File: src/pkg/clk_sel_pkg.sv
package clk_sel_pkg;
    localparam int NUM_PLL       = 4;
    localparam int NUM_PIN       = 4;
    localparam int NUM_SRC       = 2 * NUM_PLL + NUM_PIN;
    localparam int SRC_W         = 4;
    localparam int CORNER_PLL_LO = 2;
    localparam int NUM_QUAD      = 24;
    localparam int NUM_IOCLK     = 8;
    localparam int QUAD_W        = 5;
    localparam logic [SRC_W-1:0] STATIC_SRC_RST = 4'h0;

    typedef struct packed {
        logic [SRC_W-1:0] src_a;
        logic [SRC_W-1:0] src_b;
        logic             dynamic_en;
        logic [SRC_W-1:0] static_src;
    } global_cfg_type;

    typedef enum logic [1:0] {
        SEL_STATIC,
        SEL_DYN_A,
        SEL_DYN_B
    } sel_state_type;
endpackage

File: src/hw/src_mux.sv
`timescale 1ns/1ps
module src_mux (
    input  wire logic [clk_sel_pkg::NUM_SRC-1:0] src_in,
    input  wire logic [clk_sel_pkg::SRC_W-1:0]   sel,
    output logic                                 src_out
);
    assign src_out = (sel < 4'(clk_sel_pkg::NUM_SRC)) ? src_in[sel] : 1'b0;
endmodule

File: src/hw/clock_source_select_control.sv
`timescale 1ns/1ps
module clock_source_select_control (
    input  wire logic                                  sys_clk,
    input  wire logic                                  sys_rst,
    input  wire logic [clk_sel_pkg::NUM_SRC-1:0]       src_in,
    input  wire clk_sel_pkg::global_cfg_type           global_cfg,
    input  wire logic                                  dyn_sel,
    input  wire logic [clk_sel_pkg::SRC_W-1:0]         regional_cfg,
    input  wire logic [clk_sel_pkg::SRC_W-1:0]         ext_cfg,
    input  wire logic                                  ext_use_clock,
    input  wire logic                                  ext_internal_sig,
    input  wire logic [clk_sel_pkg::NUM_QUAD-1:0]      quad_clk,
    input  wire logic [clk_sel_pkg::NUM_IOCLK*clk_sel_pkg::QUAD_W-1:0]
                                                       ioclk_cfg,
    output logic                                       global_out,
    output logic                                       regional_out,
    output logic                                       ext_pin_out,
    output logic [clk_sel_pkg::NUM_IOCLK-1:0]          ioclk_out,
    output logic [clk_sel_pkg::SRC_W-1:0]              global_sel_q
);
    localparam int W = clk_sel_pkg::SRC_W;

    clk_sel_pkg::sel_state_type state_reg, state_next;
    logic [W-1:0] global_sel_next;
    logic         dyn_sel_reg;

    // corner pll counter outputs live at pll index CORNER_PLL_LO and up
    wire a_corner = global_cfg.src_a >= W'(2 * clk_sel_pkg::CORNER_PLL_LO)
                 && global_cfg.src_a < W'(2 * clk_sel_pkg::NUM_PLL);
    wire b_corner = global_cfg.src_b >= W'(2 * clk_sel_pkg::CORNER_PLL_LO)
                 && global_cfg.src_b < W'(2 * clk_sel_pkg::NUM_PLL);
    wire dyn_ok   = global_cfg.dynamic_en && !a_corner && !b_corner;

    always_comb begin
        unique case (state_reg)
            clk_sel_pkg::SEL_STATIC: state_next = dyn_ok ?
                (dyn_sel_reg ? clk_sel_pkg::SEL_DYN_B
                             : clk_sel_pkg::SEL_DYN_A)
                : clk_sel_pkg::SEL_STATIC;
            clk_sel_pkg::SEL_DYN_A, clk_sel_pkg::SEL_DYN_B: state_next =
                !dyn_ok ? clk_sel_pkg::SEL_STATIC
                : (dyn_sel_reg ? clk_sel_pkg::SEL_DYN_B
                               : clk_sel_pkg::SEL_DYN_A);
            default: state_next = clk_sel_pkg::SEL_STATIC;
        endcase
    end

    assign global_sel_next =
        (state_next == clk_sel_pkg::SEL_DYN_A) ? global_cfg.src_a :
        (state_next == clk_sel_pkg::SEL_DYN_B) ? global_cfg.src_b :
        global_cfg.static_src;

    // select registered so user changes land on a clock edge
    always_ff @(posedge sys_clk) begin
        if (sys_rst) begin
            state_reg    <= clk_sel_pkg::SEL_STATIC;
            dyn_sel_reg  <= 1'b0;
            global_sel_q <= clk_sel_pkg::STATIC_SRC_RST;
        end else begin
            dyn_sel_reg  <= dyn_sel;
            state_reg    <= state_next;
            global_sel_q <= global_sel_next;
        end
    end

    logic ext_ctrl_out;

    src_mux u_global (
        .src_in  (src_in),
        .sel     (global_sel_q),
        .src_out (global_out)
    );
    src_mux u_regional (
        .src_in  (src_in),
        .sel     (regional_cfg),
        .src_out (regional_out)
    );
    src_mux u_ext (
        .src_in  (src_in),
        .sel     (ext_cfg),
        .src_out (ext_ctrl_out)
    );

    assign ext_pin_out = ext_use_clock ? ext_ctrl_out
                                       : ext_internal_sig;

    // io clock region: eight picks from the quadrant resources
    genvar g;
    generate
        for (g = 0; g < clk_sel_pkg::NUM_IOCLK; g++) begin : g_io
            wire [clk_sel_pkg::QUAD_W-1:0] pick =
                ioclk_cfg[g*clk_sel_pkg::QUAD_W +: clk_sel_pkg::QUAD_W];
            assign ioclk_out[g] =
                (pick < 5'(clk_sel_pkg::NUM_QUAD)) ? quad_clk[pick]
                                                    : 1'b0;
        end
    endgenerate
endmodule

File: config.mk
export PLATFORM = sky130hd
export DESIGN_NAME = clock_source_select_control
export DESIGN_NICKNAME = d
export VERILOG_FILES = /design/src/pkg/clk_sel_pkg.sv /design/src/hw/src_mux.sv /design/src/hw/clock_source_select_control.sv
export SDC_FILE = /design/constraint.sdc
export NUM_CORES = 1
export LEC_CHECK = 0
export BUFFER_PORTS_ARGS = -buffer_cell sky130_fd_sc_hd__buf_2
export CAP_MARGIN = 25
export CORE_ASPECT_RATIO = 1.1
export CORE_MARGIN = 2
export CORE_UTILIZATION = 30
export CTS_CLUSTER_DIAMETER = 50
export DETAILED_ROUTE_END_ITERATION = 10
export SETUP_SLACK_MARGIN = 0.2
export SYNTH_ARGS = -nofsm -noshare
export SYNTH_HDL_FRONTEND = slang
export SYNTH_HIERARCHICAL = 1
export SYNTH_SLANG_ARGS = --single-unit
File: constraint.sdc
create_clock -name sys_clk -period 5.25 [get_ports sys_clk]
set_input_delay 1.05 -clock sys_clk [delete_from_list [all_inputs] [get_ports sys_clk]]
set_output_delay 1.05 -clock sys_clk [all_outputs]
set_load 0.005 [all_outputs]
# Word level (Yosys, flattened, before mapping)
# Index checks and enable logic that the tools add are counted.
# W data, S select, Z words.
[totals]
latch_bits = 0
ramBits = 0
wordCells = 80
rom_bits = 0
memories = 0
in_bits = 102
ff_bits = 7
out_inout_bits = 15
[classes]
multipliers = 0
eq_ne = 4
n_div = 0
add_sub_neg = 0
mux = 39
n_reduce_logical = 8
order_cmp = 26
bitwise_logic = 0
shift = 0
[op_table]
columns = ["op", "count"]
rows = [
  ["$lt A5 B6 Y1 const B", 8],
  ["$bmux W1 S5", 8],
  ["$lt A5 B5 Y1 const B", 8],
  ["$mux W1", 23],
  ["$lt A4 B4 Y1 const B", 5],
  ["$lt A4 B5 Y1 const B", 3],
  ["$bmux W1 S4", 3],
  ["$ge A4 B3 Y1 const B", 2],
  ["$mux W4", 2],
  ["$mux W2", 3],
  ["$eq A2 B1 Y1 const B", 2],
  ["$eq A2 B2 Y1 const B", 2],
  ["$logic_and A1 B1 Y1", 4],
  ["$reduce_or A3 Y1", 1],
  ["$logic_not A1 Y1", 2],
  ["$logic_not A2 Y1", 1],
]

# Depth between registers and ports, before layout
# Gate-level depths: netlist (run 1).
[depth]
word_depth = 10
ltp_mapped = 5
ltp_nobuf = 4

# Modules after synthesis
# Netlist (run 1), hierarchy kept.
[modules_own_cells]
columns = ["mod", "seq_area_each_um2", "area_per_inst_um2", "cells_per_inst", "n_inst"]
rows = [
  ["clock_source_select_control", 140.1, 2243.4, 237, 1],
  ["src_mux", 0.0, 101.3, 6, 3],
]

# Least setup slack after synthesis (run 1)
# No wires, ideal clock.
[synth_timing]
path_kind = "input to output"
start = "in ioclk_cfg[0] in the netlist's numbering"
end = "out ioclk_out[0] in the netlist's numbering"
n_path_buf = 1
slack_ps = 2045
path_stages = 5
t_arrival_ps = 2155
required_time_ps = 4200
cell_sequence = "buf_2 mux4_2 mux2i_1 nor3_1 a311o_1"
[synth_via]
elab_chain_cells = 3
word_cells_on_any_way = 4
cone_classes = "1 x order compare; 3 x mux"
[synth_rtl]
columns = ["element", "line", "rtl"]
rows = [
  ["from (decl)", "clock_source_select_control.sv:14", "ioclk_cfg,"],
  ["$bmux W1 S5", "clock_source_select_control.sv:94", "(pick < 5'(clk_sel_pkg::NUM_QUAD)) ? quad_clk[pick]"],
  ["$mux W1 (implied by the code)", "clock_source_select_control.sv:94", ""],
  ["$mux W1 (*)", "clock_source_select_control.sv:94", ""],
  ["to (decl)", "clock_source_select_control.sv:18", "output logic [clk_sel_pkg::NUM_IOCLK-1:0] ioclk_out,"],
]
# Mark *: on every way between the ends. The rest lies on a longest branch, timed or not. The select of a mux whose other input is x is not followed.

# Worst setup path in the final report (run 1)
[layout_timing]
start = "in ioclk_cfg[16] in the netlist's numbering"
end = "out ioclk_out[3] in the netlist's numbering"
# The elaborated chain is that of the path after synthesis.

==> parameters.txt, run 1 <==
Parameter                              Value

Status
  Outcome    complete, no violations

Synthesis
  Most area-hungry cell type in the Yosys netlist    sky130_fd_sc_hd__mux2i_1
  Async SR Flop Fraction    0%
  Leading register cell type out of synthesis    sky130_fd_sc_hd__dfxtp_1
  Number of distinct library cells after synthesis    29
  Area contributors post-synth    sky130_fd_sc_hd__mux2i_1, sky130_fd_sc_hd__mux4_1, sky130_fd_sc_hd__mux4_2, sky130_fd_sc_hd__dfxtp_1, sky130_fd_sc_hd__nor2b_1
  Most common library cells after synthesis    sky130_fd_sc_hd__mux2i_1, sky130_fd_sc_hd__nor2b_1, sky130_fd_sc_hd__mux4_1
  Post-Synthesis Cell Area    2550 sq um
  Synthesis-stage register bit count    7
  Mean instance size in the synthesized netlist    9.99 sq um
  Cells after synthesis    255
  Fraction of post-synthesis cell area in the top cell type by area    25.9%
  Post-Synthesis Net Count    357
  Leading cell type by number of instances after synthesis    sky130_fd_sc_hd__mux2i_1
  Part of the Yosys area used for sequential elements    5.50%
  Post-synth EDFFs    0
  Syn. warnings    6

Global route
  Global route overflow    0
  Pin count of the biggest net entering global routing    12
  Wire length of the first global-routing pass    12700 um
  Number of global-route vias before repair    2572
  Number of antenna violations at the first check in global routing    0
  Global-route total usage across every layer    17.1%

Layout
  Number of flip-flops in the largest register    4
  Register area    140 sq um
  Number of antenna cells inserted    0
  Multi-input gate area    2210 sq um
  Area overhead of the layout relative to synthesis    22.8%
  Fraction of layout instances using a drive strength above 1    41.4%
  Final #Nets    448
  Utilization of the core after routing    37.6%
  Fill cell count    867

Pwr
  IR drop worst, VDD    0.126 mV
  Leakage power of the design    1.41 nW
  Power density cells    119 nW/um^2

Timing
  Final Hold Vio Count    0
  Fin Setup TNS    0 ns
  Unrepaired setup endpoints after global routing    no
  Final setup viols    0
  Final critical delay including setup and external delays    3.55 ns
  Slew headroom    72.4%
  Fin. max-slew vios    0
  Final clock period utilization by the worst path    67.7%
  Transition time at the pin with the least slew margin    0.403 ns
  Clock Skews    0.00132 ns
  Peak clock frequency supported by timing    281 MHz
  Setup slack after layout    1.70 ns

Clock tree
  Clock insertion delay at the later pin of the skew report    0.22 ns
  Clock tree root driver cell    sky130_fd_sc_hd__clkbuf_8
  Post-CTS resize count    0
  Number of clock buffers inserted by TritonCTS    3
  Number of buffers on the longest clock path    2
  TritonCTS clock tree    built
  Setup repair bufs after CTS    0
  H-tree depth reported by CTS    1
  Num Clock Sinks    7
  Cts hold-fix bufs    0
  Clock-pin transition on the worst setup and hold timing paths    0.04 ns

Detailed routing
  DRT Wirelength    8470 um
  Via count    2615
  Detail-routed net length per standard cell    18.6 um
  Count of antenna-violating nets left after detailed routing    0
  Violation count after the first detailed-route iteration    124
  Router iterations before antenna repair    4
  Via-to-Cell Ratio    5.73
  Final routed DRC violation total    0

Place
  Input/output buffers    116
  HPWL Detailed    6330 um
  Placer's final routability congestion estimate    0.864
  Pre-CTS setup slack    1.71 ns

Floorplanning
  Die extent in y    101 um
  Number of core rows    35
  Die width    91.9 um
  Effective utilization at floorplan    30.6%
  Core footprint    8320 sq um
  Number of I/O pins    117
  Die ar.    9250 sq um

Min path
  Type of the worst min-delay path    flip-flop to flip-flop

Critical path
  Critical path data arrival time    2.50 ns
  Crit path max fanout    11
  Data required time of the worst path    4.20 ns
  Critical setup path kind    input port to primary output
  Element type at the critical path start    input port
  Kind of end point of the critical path    primary output

Flow run
  Maxcap violations    0
-- cell type report --
cell class | instances | share of cell area, %
inverters | 5 | 0.600
clock buffers | 4 | 1.44
flip-flops and latches | 7 | 4.48
well taps | 111 | 4.44
multi-input cells | 213 | 70.5
repair buffers | 116 | 18.6
-- cell usage in the layout, fill, tap and decap left out, types with 3 or more instances in the layout --
cell,Yosys,routed
sky130_fd_sc_hd__o311a_1,4,4
sky130_fd_sc_hd__o311ai_0,4,4
sky130_fd_sc_hd__nor2b_1,21,21
sky130_fd_sc_hd__inv_1,5,5
sky130_fd_sc_hd__a22oi_1,8,8
sky130_fd_sc_hd__a311o_1,8,8
sky130_fd_sc_hd__nor3_1,4,4
sky130_fd_sc_hd__dfxtp_1,7,7
sky130_fd_sc_hd__nand2_1,5,5
sky130_fd_sc_hd__a22o_1,4,4
sky130_fd_sc_hd__mux4_2,11,11
sky130_fd_sc_hd__clkbuf_8,0,3
sky130_fd_sc_hd__nand2b_1,4,4
sky130_fd_sc_hd__nor3b_1,9,9
sky130_fd_sc_hd__and2b_2,4,4
sky130_fd_sc_hd__a311oi_1,8,8
sky130_fd_sc_hd__buf_2,8,116
sky130_fd_sc_hd__nor2_1,4,4
sky130_fd_sc_hd__a31oi_1,4,4
sky130_fd_sc_hd__nand3_1,4,4
sky130_fd_sc_hd__a211oi_1,8,8
sky130_fd_sc_hd__mux2_2,9,9
sky130_fd_sc_hd__mux4_1,14,14
sky130_fd_sc_hd__a2111oi_0,8,8
sky130_fd_sc_hd__mux2i_1,66,66
-- power breakdown --
| part | total (mW) | internal, mW | switching, mW |
|---|---|---|---|
| registers | 0.0607 | 0.0569 | 0.00381 |
| clock network | 0.0729 | 0.0523 | 0.0206 |
| logic | 0.240 | 0.124 | 0.116 |
-- critical path, cell delays in order --
cell	delay [ns]
sky130_fd_sc_hd__buf_2	0.24
sky130_fd_sc_hd__mux2_2	0.37
sky130_fd_sc_hd__o311ai_0	0.31
sky130_fd_sc_hd__a311oi_1	0.09
sky130_fd_sc_hd__a311o_1	0.32
sky130_fd_sc_hd__buf_2	0.13
-- stage by stage --
stage / hold slack, ns / power (mW) / std cells / instance area, sq um
global route: 0.653 / 0.399 / 456 / 3130
global placement: 0.606 / 0.297 / 452 / 3080
CTS: 0.609 / 0.375 / 456 / 3130
finish: 0.600 / 0.373 / 456 / 3130
detailed placement: 0.602 / 0.300 / 452 / 3080
floorplan: 0.659 / 0.212 / 255 / 2550
-- routing by layer --
layer / global-route usage, % / up-vias / wire length (um)
met4: 4.71 / 0 / 195
met5: 0 / - / 0
met1: 19.9 / 1255 / 3380
li1: - / 1247 / -
met3: 2.32 / 17 / 512
met2: 32.6 / 96 / 4380
-- final timing paths --
check                      from  slack, ns  depth (start not counted)              end
setup / recovery  ioclk_cfg[16]       1.70                          6     ioclk_out[3]
hold / removal      dyn_sel_reg       0.60                          1     state_reg[0]
setup reg to reg   state_reg[0]       4.16                          4  global_sel_q[3]
hold reg to reg     dyn_sel_reg       0.60                          1     state_reg[0]
-- kinds of logic after synthesis --
group	count (synthesis)	synth area share [%]
simple gates	56	13.4
flops	7	5.50
mux	100	54.1
buf+inv	35	7.91
compound gates	57	19.1
No activity file was read; power rests on OpenSTA's default activity.
==> run 2, diff against run 1 <==
ABC_AREA = 1   (was not set)
clock period = 3.5 ns   (was 5.25 ns; I/O delays follow)
==> run 2 against run 1 <==
  * Synthesized cell count up 150%
  * Final cell count up 82%
  * Die area up 13%
  * Non-clock buffer count unchanged
  * Clock skew up 0.00053 ns
  * Combinational power up 68%
  * Flip-flop and latch count unchanged
  * Global-route usage up 2.1 points
  * Clock power up 52%
  * Register-to-register slack worse by 1.7 ns
  * Critical path depth up 5
  * Sequential power up 49%
  * Highest routed layer unchanged
==> parameters.txt, run 2 <==
Parameter                              Value

Synthesis
  Syn. warnings    6 (unchanged)
  Fraction of the mapped netlist area in simple logic gates    72.3% (+59 points)
  Fraction of synthesized cell area in xor and xnor cells    0% (unchanged)
  Area contributors post-synth    sky130_fd_sc_hd__nand2_1, sky130_fd_sc_hd__nand3_1, sky130_fd_sc_hd__inv_1, sky130_fd_sc_hd__dfxtp_1, sky130_fd_sc_hd__buf_4
  Fraction of post-synthesis cell area in the top cell type by area    44.8% (+19 points)
  Mean instance size in the synthesized netlist    4.57 sq um (-54%)
  Adder and majority gate portion of the synthesized area    0% (unchanged)
  Post-Synthesis Net Count    733 (+110%)
  Post-synth EDFFs    0 (unchanged)
  Async SR Flop Fraction    0% (unchanged)
  Post-synthesis compound-gate area fraction    4.77% (-14 points)
  Number of distinct library cells after synthesis    19 (-34%)
  Most area-hungry cell type in the Yosys netlist    sky130_fd_sc_hd__nand2_1
  Largest family of logic cells by synthesized area    simple AND/OR/NAND/NOR gates
  Leading register cell type out of synthesis    sky130_fd_sc_hd__dfxtp_1
  Mux cell area share after synthesis    0.391% (-54 points)
  Part of the Yosys area used for sequential elements    4.86% (-0.64 points)
  Cells after synthesis    631 (+150%)
  Synthesis-stage register bit count    7 (unchanged)
  Most common library cells after synthesis    sky130_fd_sc_hd__nand2_1, sky130_fd_sc_hd__nand3_1, sky130_fd_sc_hd__inv_1
  Post-Synthesis Cell Area    2880 sq um (+13%)
  Leading cell type by number of instances after synthesis    sky130_fd_sc_hd__nand2_1

Place
  HPWL Detailed    7560 um (+19%)
  Input/output buffers    116 (unchanged)
  Count of placed standard cells including taps    825 (+83%)
  Placer's final routability congestion estimate    0.936 (+8.3%)
  Post-DP Area    3330 sq um (+7.9%)

Detailed routing
  Via count    4151 (+59%)
  Detail-routed net length per standard cell    12.3 um (-33%)
  Count of antenna-violating nets left after detailed routing    0 (unchanged)
  DRT Wirelength    10200 um (+21%)
  Router iterations before antenna repair    4 (unchanged)
  Via-to-Cell Ratio    5.01 (-13%)
  Final routed DRC violation total    0 (unchanged)
  Violation count after the first detailed-route iteration    303 (+140%)

Critical path
  Critical setup path kind    input port to primary output
  Data required time of the worst path    2.80 ns (-1.40 ns)
  Crit path max fanout    13 (+2)
  Highest-delay cell along the critical path    sky130_fd_sc_hd__buf_2
  Reg-to-reg critical path endpoint    global_sel_q[1]
  Delay of the slowest critical-path stage    0.23 ns (-0.14 ns)
  R2R Path Start    state_reg[0]
  Worst R2R Path Depth    8 (+4)
  Kind of end point of the critical path    primary output
  Critical path data arrival time    1.70 ns (-0.80 ns)
  Critical path cell sequence    buf_2 > inv_2 > nand2_1 > nand3_1 > nand2_1 > nand2_1 > nand3_1 > nand2_1 > nand2_1 > nand2_1 > buf_2
  Slack of the worst reg-to-reg path    2.43 ns (-1.73 ns)
  Crit-path most repeated cell    sky130_fd_sc_hd__nand2_1
  Element type at the critical path start    input port

Floorplanning
  Number of core rows    37 (+5.7%)
  Die ar.    10400 sq um (+13%)
  Die width    97.5 um (+6.1%)
  Number of I/O pins    117 (unchanged)
  Die extent in y    107 um (+6.1%)
  Effective utilization at floorplan    30.8% (+0.21 points)
  Core footprint    9350 sq um (+12%)

Min path
  Worst hold path startpoint    dyn_sel_reg
  Min-Delay Path Depth    2 (+1)
  Min-Delay Endpoint    state_reg[1]
  Type of the worst min-delay path    flip-flop to flip-flop

Global route
  Pin count of the biggest net entering global routing    14 (+2)
  Global-route total usage across every layer    19.2% (+2.1 points)
  Global route overflow    0 (unchanged)
  Wire length of the first global-routing pass    17000 um (+34%)
  Number of antenna violations at the first check in global routing    0 (unchanged)
  Number of global-route vias before repair    3755 (+46%)

Layout
  Utilization of the core after routing    36.1% (-1.5 points)
  Fraction of layout instances using a drive strength above 1    19.4% (-22 points)
  Most common library cell in the layout ignoring fill and taps    sky130_fd_sc_hd__nand2_1
  Post-route non-filler standard cell count    829 (+82%)
  Non-Filler Cell Area, Final    3370 sq um (+7.8%)
  Commonest cells after routing, fill and taps aside    sky130_fd_sc_hd__nand2_1, sky130_fd_sc_hd__nand3_1, sky130_fd_sc_hd__buf_2
  Number of flip-flops in the largest register    4 (unchanged)
  Final #Nets    815 (+82%)
  Number of antenna cells inserted    0 (unchanged)
  Area overhead of the layout relative to synthesis    17.0%

Timing
  Transition time at the pin with the least slew margin    0.258 ns (-0.146 ns)
  Fin. max-slew vios    0 (unchanged)
  Fin Setup TNS    0 ns (unchanged)
  Clock Skews    0.00185 ns (+0.000530 ns)
  Final critical delay including setup and external delays    2.40 ns
  Final setup viols    0 (unchanged)
  Slew headroom    82.8% (+10 points)
  Unrepaired setup endpoints after global routing    no
  Peak clock frequency supported by timing    417 MHz
  Final clock period utilization by the worst path    68.5%
  Final Hold Vio Count    0 (unchanged)
  Worst Hold Margin    0.573 ns (-0.0273 ns)

Status
  Outcome    complete, no violations

Pwr
  Leakage power of the design    2.09 nW (+49%)
  Power density cells    179 nW/um^2 (+50%)
  IR drop worst, VDD    0.0993 mV (-21%)

Clock tree
  Number of clock buffers inserted by TritonCTS    3 (unchanged)
  Num Clock Sinks    7 (unchanged)
  TritonCTS clock tree    built
  Clock insertion delay at the later pin of the skew report    0.22 ns (about the same)
  Setup repair bufs after CTS    0 (unchanged)
  Cts hold-fix bufs    0 (unchanged)
  Number of buffers on the longest clock path    2 (unchanged)
  H-tree depth reported by CTS    1 (unchanged)
  Clock tree root driver cell    sky130_fd_sc_hd__clkbuf_8
  Clock-pin transition on the worst setup and hold timing paths    0.04 ns (about the same)
  Post-CTS resize count    0 (unchanged)

Flow run
  Maxcap violations    0 (unchanged)
## run 2: cell types whose count changed after synthesis, moves of 12 or more
cell and change:
sky130_fd_sc_hd__inv_1 +45, sky130_fd_sc_hd__clkbuf_1 -12, sky130_fd_sc_hd__mux4_1 -14, sky130_fd_sc_hd__mux2i_1 -66, sky130_fd_sc_hd__nand3_1 +120, sky130_fd_sc_hd__buf_4 +15, sky130_fd_sc_hd__nand2_1 +339, sky130_fd_sc_hd__nor2b_1 -21
## run 2: cell families (layout without fill, tap and decap cells)
logic type / Yosys count / in the layout
and+or+nand+nor: 501 / 501
muxes: 1 / 1
AOI/OAI and AO/OA: 22 / 22
DFF: 7 / 7
buffers and inverters: 100 / 181
## run 2: where the power goes
group	internal, mW	switching [mW]	total (mW)
registers	0.0855	0.00506	0.0905
logic	0.153	0.251	0.404
clock network	0.0785	0.0321	0.111
total	0.317	0.288	0.605
## run 2: cell type report
class	instances	area (sq um)
well taps	117	146
inverters	61	229
clock buffers	4	45.0
flip-flops and latches	7	140
multi-input cells	524	2230
repair buffers	116	581
fillers	1132	5980
## run 2: critical path: cells and delay by family
| kind | cells | cell delay [ns] |
|---|---|---|
| buffers and inverters | 3 | 0.50 |
| and+or+nand+nor | 8 | 0.49 |
## run 2: worst max path at each step
stage | startpoint | to | depth (start not counted)
after floorplan | quad_clk[11] | ioclk_out[0] | 5
after global placement | ioclk_cfg[30] | ioclk_out[6] | 11
after detailed placement | ioclk_cfg[0] | ioclk_out[0] | 11
after CTS | ioclk_cfg[0] | ioclk_out[0] | 11
after global routing | ioclk_cfg[30] | ioclk_out[6] | 11
final | ioclk_cfg[0] | ioclk_out[0] | 11
## run 2: through the flow
step / setup slack (ns) / total power, mW
global route: 0.925 / 0.674
finish: 1.10 / 0.605
floorplan: 1.49 / 0.362
detailed placement: 1.13 / 0.493
global placement: 1.13 / 0.493
CTS: 1.13 / 0.606
## run 2: routing by layer
| layer | global-route usage (%) | wire length, um | part of all wire, % |
|---|---|---|---|
| met5 | 0 | 0 | 0 |
| met4 | 5.06 | 178 | 1.7 |
| met3 | 1.63 | 771 | 7.5 |
| met2 | 34.6 | 4910 | 48 |
| met1 | 24.5 | 4380 | 43 |
